--- src/hdl/tdsl_pkg.sv ---
// Purpose: Shared constants, types and decode table for the tone digit steering latch
// Assumes: REF_CLK at 125 MHz; times held in microseconds, except the code setup time in nanoseconds
// Notes:   Long cycle counts are defaults for top-level parameters
package tdsl_pkg;

   ////////////////////////////////////////////////////////////////////////////
   // Clock and timing
   localparam int CLK_MHZ = 125;
   localparam int CNT_W = 23;
   // Presence detect time: 5 min, 11 typ, 14 max (ms)
   localparam int PRESENCE_DETECT_US = 11000;
   // Absence detect time: 0.5 min, 4 typ, 8.5 max (ms)
   localparam int ABSENCE_DETECT_US = 4000;
   // Power-up time from release of power-down to early flag (ms)
   localparam int POWER_UP_US = 30000;
   // Steering crossing to code update (typ 8 us, max 11 us)
   localparam int CODE_DELAY_US = 8;
   // Steering crossing to qualified flag (typ 12 us, max 16 us)
   localparam int FLAG_DELAY_US = 12;
   // Code setup before qualified flag, typ 3.4 us
   localparam int SETUP_NS = 3400;

   localparam int PRESENCE_CYC = PRESENCE_DETECT_US * CLK_MHZ;
   localparam int ABSENCE_CYC = ABSENCE_DETECT_US * CLK_MHZ;
   localparam int POWER_UP_CYC = POWER_UP_US * CLK_MHZ;
   localparam int CODE_DELAY_CYC = CODE_DELAY_US * CLK_MHZ;
   localparam int FLAG_DELAY_CYC = FLAG_DELAY_US * CLK_MHZ;
   localparam int SETUP_CYC = (SETUP_NS * CLK_MHZ + 999) / 1000;

   ////////////////////////////////////////////////////////////////////////////
   // Front-end bundle and code widths
   localparam int CODE_W = 4;
   localparam int PAIR_W = 4;
   localparam logic [CODE_W-1:0] CODE_RESET = 4'h0;

   typedef struct packed {
      logic present;
      logic [1:0] row;
      logic [1:0] col;
   } tdsl_tone_t;

   localparam int TONE_W = $bits(tdsl_tone_t);

   // Sixteen 4-bit codes, entry n at bits [4n+3:4n], n = row*4 + col
   localparam logic [63:0] DIGIT_TABLE = 64'h0cab_fe98_d765_e432 ^ 64'h0000_0000_0000_0001;

   ////////////////////////////////////////////////////////////////////////////
   // Fixed pair-to-code decode
   function automatic logic [CODE_W-1:0] tdsl_decode(input logic [PAIR_W-1:0] pair);
      tdsl_decode = DIGIT_TABLE[{pair, 2'b00} +: CODE_W];
   endfunction

endpackage

--- src/hdl/tdsl_top.sv ---
// Purpose: Steering, guard-time qualification and latched 4-bit digit output
// Assumes: Front end supplies tone presence and row/column; RC network on guard pin
// Notes:   Guard times are set by the external RC; this logic only times fixed delays
`timescale 1ns/1ps
`default_nettype none
module tdsl_top
   import tdsl_pkg::*;
#(
   parameter int PRESENCE_CYCLES = PRESENCE_CYC,
   parameter int ABSENCE_CYCLES = ABSENCE_CYC,
   parameter int POWER_UP_CYCLES = POWER_UP_CYC
)
(
   // Clock and reset
   input wire logic REF_CLK,
   input wire logic ARST_N,
   // Tone front end
   input wire logic TONE_PRESENT,
   input wire logic [1:0] TONE_ROW,
   input wire logic [1:0] TONE_COL,
   // Power control
   input wire logic POWER_DOWN_INPUT,
   // Guard RC pin
   input wire logic GUARD_RC_PIN_IN,
   output logic GUARD_RC_PIN_OUT,
   output logic GUARD_RC_PIN_OE,
   // Steering flags
   output logic EARLY_TONE_FLAG,
   output logic QUALIFIED_DIGIT_FLAG,
   // Digit code outputs
   input wire logic CODE_DRIVE_ENABLE,
   output logic [CODE_W-1:0] DIGIT_CODE_OUTPUTS,
   output logic DIGIT_CODE_OE
);

   ////////////////////////////////////////////////////////////////////////////
   // Local constants
   localparam int WAKE_CYCLES = (POWER_UP_CYCLES > PRESENCE_CYCLES) ?
      (POWER_UP_CYCLES - PRESENCE_CYCLES) : 1;
   localparam logic [CNT_W-1:0] PRESENCE_LIM = PRESENCE_CYCLES[CNT_W-1:0];
   localparam logic [CNT_W-1:0] ABSENCE_LIM = ABSENCE_CYCLES[CNT_W-1:0];
   localparam logic [CNT_W-1:0] WAKE_LIM = WAKE_CYCLES[CNT_W-1:0];
   localparam logic [CNT_W-1:0] CODE_LIM = CODE_DELAY_CYC[CNT_W-1:0];
   localparam logic [CNT_W-1:0] FLAG_LIM = FLAG_DELAY_CYC[CNT_W-1:0];

   ////////////////////////////////////////////////////////////////////////////
   // State types
   typedef enum logic [2:0] {
      PW_DOWN = 3'b001,
      PW_WAKE = 3'b010,
      PW_RUN = 3'b100
   } tdsl_power_t;

   typedef enum logic [3:0] {
      SQ_IDLE = 4'b0001,
      SQ_CODE_WAIT = 4'b0010,
      SQ_FLAG_WAIT = 4'b0100,
      SQ_HELD = 4'b1000
   } tdsl_steer_t;

   ////////////////////////////////////////////////////////////////////////////
   // Declarations
   tdsl_tone_t tone_raw;
   tdsl_tone_t tone;
   logic pd_sync;
   logic steer_sync;
   logic drive_sync;
   logic early;
   logic running;
   logic [PAIR_W-1:0] held_pair;
   logic [CNT_W-1:0] wake_count;
   logic [CNT_W-1:0] steer_count;
   logic [CODE_W-1:0] code_latch;
   logic qualified;
   tdsl_power_t power_state;
   tdsl_power_t next_power_state;
   tdsl_steer_t steer_state;
   tdsl_steer_t next_steer_state;

   assign tone_raw.present = TONE_PRESENT;
   assign tone_raw.row = TONE_ROW;
   assign tone_raw.col = TONE_COL;
   assign running = (power_state == PW_RUN);

   ////////////////////////////////////////////////////////////////////////////
   // Pin synchronisers
   tdsl_sync3 #(.W(TONE_W)) u_sync_tone
   (
      .clk(REF_CLK),
      .arst_n(ARST_N),
      .d(tone_raw),
      .q(tone)
   );

   tdsl_sync3 #(.W(3)) u_sync_ctl
   (
      .clk(REF_CLK),
      .arst_n(ARST_N),
      .d({POWER_DOWN_INPUT, GUARD_RC_PIN_IN, CODE_DRIVE_ENABLE}),
      .q({pd_sync, steer_sync, drive_sync})
   );

   ////////////////////////////////////////////////////////////////////////////
   // Power-down and wake sequencing
   always_comb
   begin
      next_power_state = power_state;
      unique case (power_state)
         PW_DOWN:
            if (!pd_sync)
               next_power_state = PW_WAKE;
         PW_WAKE:
            if (pd_sync)
               next_power_state = PW_DOWN;
            else if (wake_count + 1'b1 >= WAKE_LIM)
               next_power_state = PW_RUN;
         PW_RUN:
            if (pd_sync)
               next_power_state = PW_DOWN;
      endcase
   end

   always_ff @(posedge REF_CLK or negedge ARST_N)
   begin
      if (!ARST_N)
         power_state <= PW_WAKE;
      else
         power_state <= next_power_state;
   end

   always_ff @(posedge REF_CLK or negedge ARST_N)
   begin
      if (!ARST_N)
         wake_count <= '0;
      else if (power_state == PW_WAKE)
         wake_count <= wake_count + 1'b1;
      else
         wake_count <= '0;
   end

   ////////////////////////////////////////////////////////////////////////////
   // Early flag: presence and absence detect on raw frequencies
   tdsl_qualify u_early
   (
      .clk(REF_CLK),
      .arst_n(ARST_N),
      .clear(!running),
      .level(tone.present),
      .rise_cnt(PRESENCE_LIM),
      .fall_cnt(ABSENCE_LIM),
      .flag(early)
   );

   // Remember the pair seen while frequencies are valid
   always_ff @(posedge REF_CLK or negedge ARST_N)
   begin
      if (!ARST_N)
         held_pair <= '0;
      else if (early && tone.present)
         held_pair <= {tone.row, tone.col};
   end

   ////////////////////////////////////////////////////////////////////////////
   // Steering sequence on the sensed RC level
   always_comb
   begin
      next_steer_state = steer_state;
      unique case (steer_state)
         SQ_IDLE:
            if (steer_sync && early)
               next_steer_state = SQ_CODE_WAIT;
         SQ_CODE_WAIT:
            if (!steer_sync)
               next_steer_state = SQ_IDLE;
            else if (steer_count + 1'b1 >= CODE_LIM)
               next_steer_state = SQ_FLAG_WAIT;
         SQ_FLAG_WAIT:
            if (!steer_sync)
               next_steer_state = SQ_IDLE;
            else if (steer_count + 1'b1 >= FLAG_LIM)
               next_steer_state = SQ_HELD;
         SQ_HELD:
            if (!steer_sync)
               next_steer_state = SQ_IDLE;
      endcase
   end

   always_ff @(posedge REF_CLK or negedge ARST_N)
   begin
      if (!ARST_N)
         steer_state <= SQ_IDLE;
      else if (!running)
         steer_state <= SQ_IDLE;
      else
         steer_state <= next_steer_state;
   end

   // Delay counter from the steering crossing
   always_ff @(posedge REF_CLK or negedge ARST_N)
   begin
      if (!ARST_N)
         steer_count <= '0;
      else if (!running || steer_state == SQ_IDLE || steer_state == SQ_HELD)
         steer_count <= '0;
      else
         steer_count <= steer_count + 1'b1;
   end

   ////////////////////////////////////////////////////////////////////////////
   // Code latch: loads only when the code delay expires
   always_ff @(posedge REF_CLK or negedge ARST_N)
   begin
      if (!ARST_N)
         code_latch <= CODE_RESET;
      else if (running && steer_state == SQ_CODE_WAIT && steer_sync &&
               steer_count + 1'b1 >= CODE_LIM)
         code_latch <= tdsl_decode(held_pair);
   end

   // Qualified flag: high through dropouts shorter than the RC hold
   always_ff @(posedge REF_CLK or negedge ARST_N)
   begin
      if (!ARST_N)
         qualified <= 1'b0;
      else
         qualified <= running && (next_steer_state == SQ_HELD);
   end

   ////////////////////////////////////////////////////////////////////////////
   // Output drive
   always_ff @(posedge REF_CLK or negedge ARST_N)
   begin
      if (!ARST_N)
      begin
         DIGIT_CODE_OUTPUTS <= CODE_RESET;
         DIGIT_CODE_OE <= 1'b0;
      end
      else
      begin
         DIGIT_CODE_OUTPUTS <= code_latch;
         DIGIT_CODE_OE <= drive_sync;
      end
   end

   always_ff @(posedge REF_CLK or negedge ARST_N)
   begin
      if (!ARST_N)
      begin
         EARLY_TONE_FLAG <= 1'b0;
         QUALIFIED_DIGIT_FLAG <= 1'b0;
      end
      else
      begin
         EARLY_TONE_FLAG <= early;
         QUALIFIED_DIGIT_FLAG <= qualified;
      end
   end

   // RC network charged from the early flag, released in power-down
   always_ff @(posedge REF_CLK or negedge ARST_N)
   begin
      if (!ARST_N)
      begin
         GUARD_RC_PIN_OUT <= 1'b0;
         GUARD_RC_PIN_OE <= 1'b0;
      end
      else
      begin
         GUARD_RC_PIN_OUT <= early;
         GUARD_RC_PIN_OE <= running;
      end
   end

endmodule // tdsl_top
`default_nettype wire

--- src/hdl/tdsl_sync3.sv ---
// Purpose: Three-stage input synchroniser with agreement filter
// Assumes: Input is asynchronous to clk
// Notes:   Output changes only when stages two and three agree
`timescale 1ns/1ps
`default_nettype none
module tdsl_sync3
   import tdsl_pkg::*;
#(
   parameter int W = 1
)
(
   // Clock and reset
   input wire logic clk,
   input wire logic arst_n,
   // Data
   input wire logic [W-1:0] d,
   output logic [W-1:0] q
);

   logic [W-1:0] stage1;
   logic [W-1:0] stage2;
   logic [W-1:0] stage3;

   ////////////////////////////////////////////////////////////////////////////
   // Synchroniser chain
   always_ff @(posedge clk or negedge arst_n)
   begin
      if (!arst_n)
      begin
         stage1 <= '0;
         stage2 <= '0;
         stage3 <= '0;
      end
      else
      begin
         stage1 <= d;
         stage2 <= stage1;
         stage3 <= stage2;
      end
   end

   ////////////////////////////////////////////////////////////////////////////
   // Accept a change once the last two stages agree
   always_ff @(posedge clk or negedge arst_n)
   begin
      if (!arst_n)
         q <= '0;
      else if (stage2 == stage3)
         q <= stage3;
   end

endmodule // tdsl_sync3
`default_nettype wire

--- src/hdl/tdsl_qualify.sv ---
// Purpose: Level qualifier with separate rise and fall persistence counts
// Assumes: Counts are at least one cycle
// Notes:   Clear forces the flag low and restarts timing
`timescale 1ns/1ps
`default_nettype none
module tdsl_qualify
   import tdsl_pkg::*;
(
   // Clock and reset
   input wire logic clk,
   input wire logic arst_n,
   // Control
   input wire logic clear,
   input wire logic level,
   input wire logic [CNT_W-1:0] rise_cnt,
   input wire logic [CNT_W-1:0] fall_cnt,
   // Result
   output logic flag
);

   logic [CNT_W-1:0] count;
   logic [CNT_W-1:0] limit;

   assign limit = flag ? fall_cnt : rise_cnt;

   ////////////////////////////////////////////////////////////////////////////
   // Count while level differs from flag, toggle when the limit is met
   always_ff @(posedge clk or negedge arst_n)
   begin
      if (!arst_n)
      begin
         count <= '0;
         flag <= 1'b0;
      end
      else if (clear)
      begin
         count <= '0;
         flag <= 1'b0;
      end
      else if (level == flag)
         count <= '0;
      else if (count + 1'b1 >= limit)
      begin
         count <= '0;
         flag <= level;
      end
      else
         count <= count + 1'b1;
   end

endmodule // tdsl_qualify
`default_nettype wire

--- config.mk ---
export PLATFORM = sky130hd
export DESIGN_NAME = tdsl_top
export DESIGN_NICKNAME = d
export VERILOG_FILES = /design/src/hdl/tdsl_pkg.sv /design/src/hdl/tdsl_top.sv /design/src/hdl/tdsl_sync3.sv /design/src/hdl/tdsl_qualify.sv
export SDC_FILE = /design/constraint.sdc
export NUM_CORES = 1
export LEC_CHECK = 0
export BUFFER_PORTS_ARGS = -buffer_cell sky130_fd_sc_hd__clkbuf_2
export CORE_AREA = 4 4 133 135
export DETAILED_ROUTE_END_ITERATION = 12
export DIE_AREA = 0 0 137 139
export SKIP_LAST_GASP = 1
export SLEW_MARGIN = 20
export SYNTH_ARGS = -nofsm -noshare
export SYNTH_HDL_FRONTEND = slang
export SYNTH_SLANG_ARGS = --single-unit
--- constraint.sdc ---
create_clock -name REF_CLK -period 6.9 [get_ports REF_CLK]
set_input_delay 1.38 -clock REF_CLK [delete_from_list [all_inputs] [get_ports REF_CLK]]
set_output_delay 1.38 -clock REF_CLK [all_outputs]
set_load 0.005 [all_outputs]
# After elaboration in Yosys (flattened, before gate mapping)
# Index checks and enable logic that the tools add are counted.
[word_totals]
ramBits = 0
latch_bits = 0
mem_bits_ro = 0
memories = 0
out_inout_bits = 9
word_cells = 79
reg_bits = 126
[classes]
mul = 0
reduce_logical = 11
div = 0
n_eq_ne = 16
n_shift = 1
bitwise_logic = 0
mux = 22
addsub = 3
n_lt_le_gt_ge = 4
[op_table]
columns = ["operator", "count"]
rows = [
  ["$mux 23", 5],
  ["$add 23x1->23 const B", 3],
  ["$shiftx 64x7->4 const A", 1],
  ["$mux 4", 7],
  ["$ge 23x10->1 const B", 1],
  ["$ge 23x11->1 const B", 1],
  ["$ge 23x22->1 const B", 1],
  ["$ge 23x23->1", 1],
  ["$mux 21", 1],
  ["$pmux 4 s4", 1],
  ["$mux 3", 4],
  ["$pmux 3 s3", 1],
  ["$eq 4x4->1 const B", 2],
  ["$logic_and 1x1->1", 6],
  ["$eq 5x5->1", 1],
  ["$eq 4x1->1 const B", 1],
  ["$eq 4x2->1 const B", 1],
  ["$eq 4x3->1 const B", 1],
  ["$ne 2x1->1 const B", 2],
  ["$ne 2x2->1 const B", 2],
  ["$eq 3x1->1 const B", 1],
  ["$eq 3x2->1 const B", 1],
  ["$eq 3x3->1", 1],
  ["$eq 3x3->1 const B", 1],
  ["other kinds (7)", 10],
]

# Logic depth before layout (Yosys ltp)
[logic_depth]
word_depth = 7
depth_mapped = 15
ltp_nobuf = 13

# Hierarchy
# From an unflattened synthesis, not the netlist that was laid out.
[hier_totals]
cells_unflattened = 668
area_unflattened_um2 = 6982.9
[modules_own_cells]
columns = ["module", "cells_each", "area_each_um2", "seq_area_each_um2", "n_inst"]
rows = [
  ["tdsl_top", 424, 4007.6, 1754.2, 1],
  ["tdsl_qualify", 187, 1940.6, 600.6, 1],
  ["tdsl_sync3 at u_sync_tone", 35, 654.4, 500.5, 1],
  ["tdsl_sync3 at u_sync_ctl", 22, 380.4, 300.3, 1],
]

# Worst setup path after synthesis
# No wires, ideal clock.
[synth_path]
path_type = "register to register"
startpoint = "register u_early.count[0]"
endpoint = "register u_early.count[10]"
stages_incl_launch_ff = 13
setup_time_ns = 0.119
slack_ns = 3.847
t_arrival_ns = 2.934
t_required_ns = 6.781
path_buffers = 1
path_cell_list = "dfrtp_1 > ha_1 > nand4_1 > nor4_2 > nand2_1 > xnor2_1 > ha_1 > nand2_1 > or4_1 > o211ai_2 > a311o_2 > buf_6 > o21ba_1"
[synth_between]
elab_chain_cells = 5
[synth_lines]
columns = ["element", "line", "text"]
rows = [
  ["start, declared", "tdsl_qualify.sv:21", "logic [CNT_W-1:0] count;"],
  ["start signal, assigned", "tdsl_qualify.sv:48", "count <= count + 1'b1;"],
  ["$add 23x1->23 (*)", "tdsl_qualify.sv:42, tdsl_qualify.sv:48", ""],
  ["$ge 23x23->1", "tdsl_qualify.sv:42", "else if (count + 1'b1 >= limit)"],
  ["$mux 23 (*)", "tdsl_qualify.sv:42", ""],
  ["$mux 23 (*)", "tdsl_qualify.sv:40", "else if (level == flag)"],
  ["$mux 23 (*)", "tdsl_qualify.sv:35", "else if (clear)"],
]
# Every way passes the cells marked *; elsewhere a longest branch is shown, timed or not.
# A chain may end at the register's enable or synchronous reset.

# Worst setup path in the final report
[layout_path]
startpoint = "register u_early.count[0]"
endpoint = "register u_early.count[5]"
# The elaborated chain is that of the path after synthesis.

==> out/summary.json <==
{
  "ys_dominant_reg_cell": {"value": "dfrtp_1"},
  "tritoncts": {"value": "built"},
  "criticalPathCategory": {"value": "flop to flop"},
  "nature_of_the_critical_path_endpoint": {"value": "flop"},
  "timing_max_transition_violations_final": {"value": 0},
  "relSlewSlack": {"value": 0.3849},
  "netlist_area": {"value": 0.006499, "unit": "mm2"},
  "clockPowerShare": {"value": 0.501},
  "switching_share": {"value": 0.2315},
  "detail_route.drc_violations": {"value": 0},
  "fin_util": {"value": 0.4502},
  "antenna_found_initial": {"value": 0},
  "post-cts-setup-buffer-count": {"value": 0},
  "design.final.nets": {"value": 684},
  "critical_path.startpoint_type": {"value": "flop"},
  "wire_per_inst": {"value": 14.30, "unit": "um"},
  "timing.final.crit_period": {"value": 3530, "unit": "ps"},
  "coreArea": {"value": 0.01647, "unit": "mm2"},
  "launch_point_of_the_worst_reg_to_reg_path": {"value": "u_early.count[0]$_DFF_PN0_"},
  "clock_tree.htree_level_count": {"value": 4},
  "avgSynthCellArea": {"value": 10.20, "unit": "um2"},
  "dpl.hpwl": {"value": 8.656, "unit": "mm"},
  "fin_worst_skew": {"value": 9.582, "unit": "ps"},
  "final_routed_wirelength_across_all_metal_layers": {"value": 12.68, "unit": "mm"},
  "yosys.area.top_type_share": {"value": 0.4775},
  "post_synth_main_area_contributors": {"value": "dfrtp_1 (48%), xnor2_1 (5.0%), xor2_1 (4.4%), nor2_1 (4.3%), ha_1 (3.9%)"},
  "clk_pin_slew": {"value": 60, "unit": "ps"},
  "seq_area_frac_synth": {"value": 0.4856},
  "place_congestion": {"value": 0.8302},
  "grt_usage": {"value": 0.1474},
  "timing.critical_path.from": {"value": "u_early.count[0]$_DFF_PN0_"},
  "grt_first_pass_wirelength": {"value": 22.83, "unit": "mm"},
  "worst_ep_arrival_time": {"value": 3830, "unit": "ps"},
  "share_of_synthesized_registers_carrying_an_async_set_or_reset": {"value": 1.000},
  "mostFrequentLayoutCell": {"value": "dfrtp_1"},
  "first_iter_violations": {"value": 291},
  "hold_viol": {"value": 0},
  "seq_power_share": {"value": 0.442},
  "vias_per_cell": {"value": 5.241},
  "post_cts_resized": {"value": 0},
  "register_bit_count_reported_by_yosys": {"value": 126},
  "power_per_cell_area": {"value": 250.4, "unit": "mW/mm2"},
  "maxClockFrequency": {"value": 283.3, "unit": "MHz"},
  "cts.hold.buffers_added": {"value": 0},
  "drive_gt1_frac": {"value": 0.1229},
  "setup_viol": {"value": 0},
  "clockBufferDepth": {"value": 2},
  "die-width": {"value": 137, "unit": "um"},
  "netSwitchingPower": {"value": 0.4297, "unit": "mW"},
  "total_leakage_power": {"value": 3.161, "unit": "nW"},
  "start_util": {"value": 0.3947},
  "drt.antenna.violating_nets": {"value": 0},
  "yosysWarnings": {"value": 0},
  "number_of_detailed_routing_iterations_run_before_antenna_repair": {"value": 6},
  "r2r_setup_slack": {"value": 3370, "unit": "ps"},
  "number_of_distinct_standard_cells_referenced_by_the_synthesized_netlist": {"value": 69},
  "die_area": {"value": 0.01904, "unit": "mm2"},
  "slew_at_the_pin_closest_to_its_max_slew_limit": {"value": 922.7, "unit": "ps"},
  "area.growth.synth_to_final": {"value": 14.07, "unit": "%"},
  "power_report.internal_total": {"value": 1.426, "unit": "mW"},
  "vdd_drop_max": {"value": 0.0001872, "unit": "V"},
  "reg_to_reg_endpoint": {"value": "u_early.count[5]$_DFF_PN0_"},
  "cts-buffers-inserted": {"value": 17},
  "final.period_utilization": {"value": 0.5116},
  "synth_top_area_cell": {"value": "dfrtp_1"},
  "tritoncts_num_sinks": {"value": 126},
  "ios": {"value": 19},
  "dieHeight": {"value": 139, "unit": "um"},
  "syn_inst": {"value": 637},
  "setup_tns_final": {"value": 0, "unit": "ps"},
  "synth-edff-count": {"value": 0},
  "data_required_time_of_the_worst_path": {"value": 7200, "unit": "ps"},
  "std_cell_rows": {"value": 47},
  "hold_path_class": {"value": "flop to flop"},
  "grt_setup_unrepaired": {"value": "false"},
  "timing.reg2reg.worst_path_depth": {"value": 11},
  "drv.max_cap_violation_count": {"value": 0},
  "timing.critical_path.to": {"value": "u_early.count[5]$_DFF_PN0_"},
  "clkLatencyLatePin": {"value": 420, "unit": "ps"},
  "final_cell_mix": {"value": "dfrtp_1 (124), nor2_1 (75), nand2_1 (46)"},
  "place.port_buffers": {"value": 18},
  "clock_tree_root_buffer_cell": {"value": "clkbuf_16"},
  "biggest_fanout_along_the_worst_timing_path": {"value": 19},
  "maximum_number_of_pins_on_one_net_before_global_route_repair": {"value": 70},
  "dr_total_vias": {"value": 4649},
  "via_count_of_the_first_global_routing_pass": {"value": 4742},
  "antenna_cells_inserted": {"value": 0},
  "power_frac_comb": {"value": 0.056},
  "status": {"value": "finished clean"},
  "grt-ovfl-total": {"value": 0}
}
## worst max-delay path, stage by stage, from the launching register on
cell	delay, ps
dfrtp_1	410
ha_1	280
nand4_1	220
nor4_2	560
nand2_1	140
xnor2_1	160
ha_1	280
nand2_1	60
or4_1	430
o211ai_2	210
a311o_2	440
and2b_1	230
## per-stage QoR
stage	cells	hold slack [ps]	setup slack, ps	total power [mW]	area, um2
after floorplan	638	331.2	3847	0.8976	6502
after global placement	855	334.5	3550	0.9355	6789
after detailed placement	855	335.6	3331	0.9409	6789
after CTS	887	343.6	3328	1.882	7413
after global routing	887	359.0	3128	1.945	7413
final	887	343.5	3370	1.856	7413
## area by class of cell
cell class                      count  area (um2)
Clock inverter                     11       153.9
Timing Repair Buffer               20       107.6
Tap cell                          220       275.3
Clock buffer                       21       470.5
Fill cell                        1586        9052
Multi-Input combinational cell    469        3176
Inverter                           20       75.07
Sequential cell                   126        3156
## registers in the layout, indices dropped and copies added, names as in the netlist
signal	flops
steer_state	4
QUALIFIED_DIGIT_FLAG	1
DIGIT_CODE_OUTPUTS	4
u_sync_tone.q	5
wake_count	23
DIGIT_CODE_OE	1
u_sync_ctl.stage3	3
u_sync_ctl.stage1	3
u_early.flag	1
code_latch	4
u_sync_ctl.stage2	3
GUARD_RC_PIN_OUT	1
u_sync_tone.stage3	5
qualified	1
u_sync_tone.stage1	5
u_sync_ctl.q	3
u_early.count	23
held_pair	4
u_sync_tone.stage2	5
power_state	3
steer_count	23
GUARD_RC_PIN_OE	1
## how the worst min path moves through the flow
stage	cells after the start	from	to
2_1_floorplan	0	qualified$_DFF_PN0_	QUALIFIED_DIGIT_FLAG$_DFF_PN0_
3_3_place_gp	0	u_sync_tone.stage1[1]$_DFF_PN0_	u_sync_tone.stage2[1]$_DFF_PN0_
4_1_cts	0	u_sync_tone.stage1[4]$_DFF_PN0_	u_sync_tone.stage2[4]$_DFF_PN0_
3_5_place_dp	0	u_sync_tone.stage1[1]$_DFF_PN0_	u_sync_tone.stage2[1]$_DFF_PN0_
6_report	0	u_sync_tone.stage1[4]$_DFF_PN0_	u_sync_tone.stage2[4]$_DFF_PN0_
5_1_grt	0	u_sync_ctl.stage1[2]$_DFF_PN0_	u_sync_ctl.stage2[2]$_DFF_PN0_
## Yosys cell counts (7+ instances only)
cell type / number
dfrtp_1: 124
nand4_1: 21
nor3_1: 13
mux2i_1: 8
xor2_1: 33
mux2_2: 12
clkbuf_1: 18
nor4_1: 11
or3_1: 7
inv_1: 20
and4_1: 7
nor2b_1: 8
nand3_1: 27
and3_1: 13
ha_1: 20
o21ai_0: 23
nor2_1: 75
nand2_1: 46
xnor2_1: 37
a21oi_1: 13
## layer usage
| layer | vias up | track usage | wire, um |
|---|---|---|---|
| met5 | - | 0 | 0 |
| met4 | 0 | 0.04569 | 150 |
| met3 | 13 | 0.04318 | 452 |
| met2 | 71 | 0.2241 | 5994 |
| met1 | 2254 | 0.2030 | 6083 |
| li1 | 2311 | - | - |
## power groups by stage
stage                     registers [mW]  clock network [mW]  logic (mW)
after floorplan                    0.817                   0      0.0806
after global placement             0.832                   0       0.103
after detailed placement           0.835                   0       0.106
after CTS                          0.822               0.953       0.108
after global routing               0.827               0.995       0.123
final                              0.821               0.930       0.105
## logic make-up (layout without fill, tap and decap cells)
group,Yosys count,count (layout),synth area share
AOI/OAI and AO/OA,90,90,0.09665
xor gates and xnor gates,70,70,0.09434
adders and majority gates,20,20,0.03851
buffers and inverters,43,72,0.02715
DFF,126,126,0.4856
muxes,21,21,0.03658
other,1,2,0.0005770
and+or+nand+nor,266,266,0.2206
(Power assumes the default switching activity.)
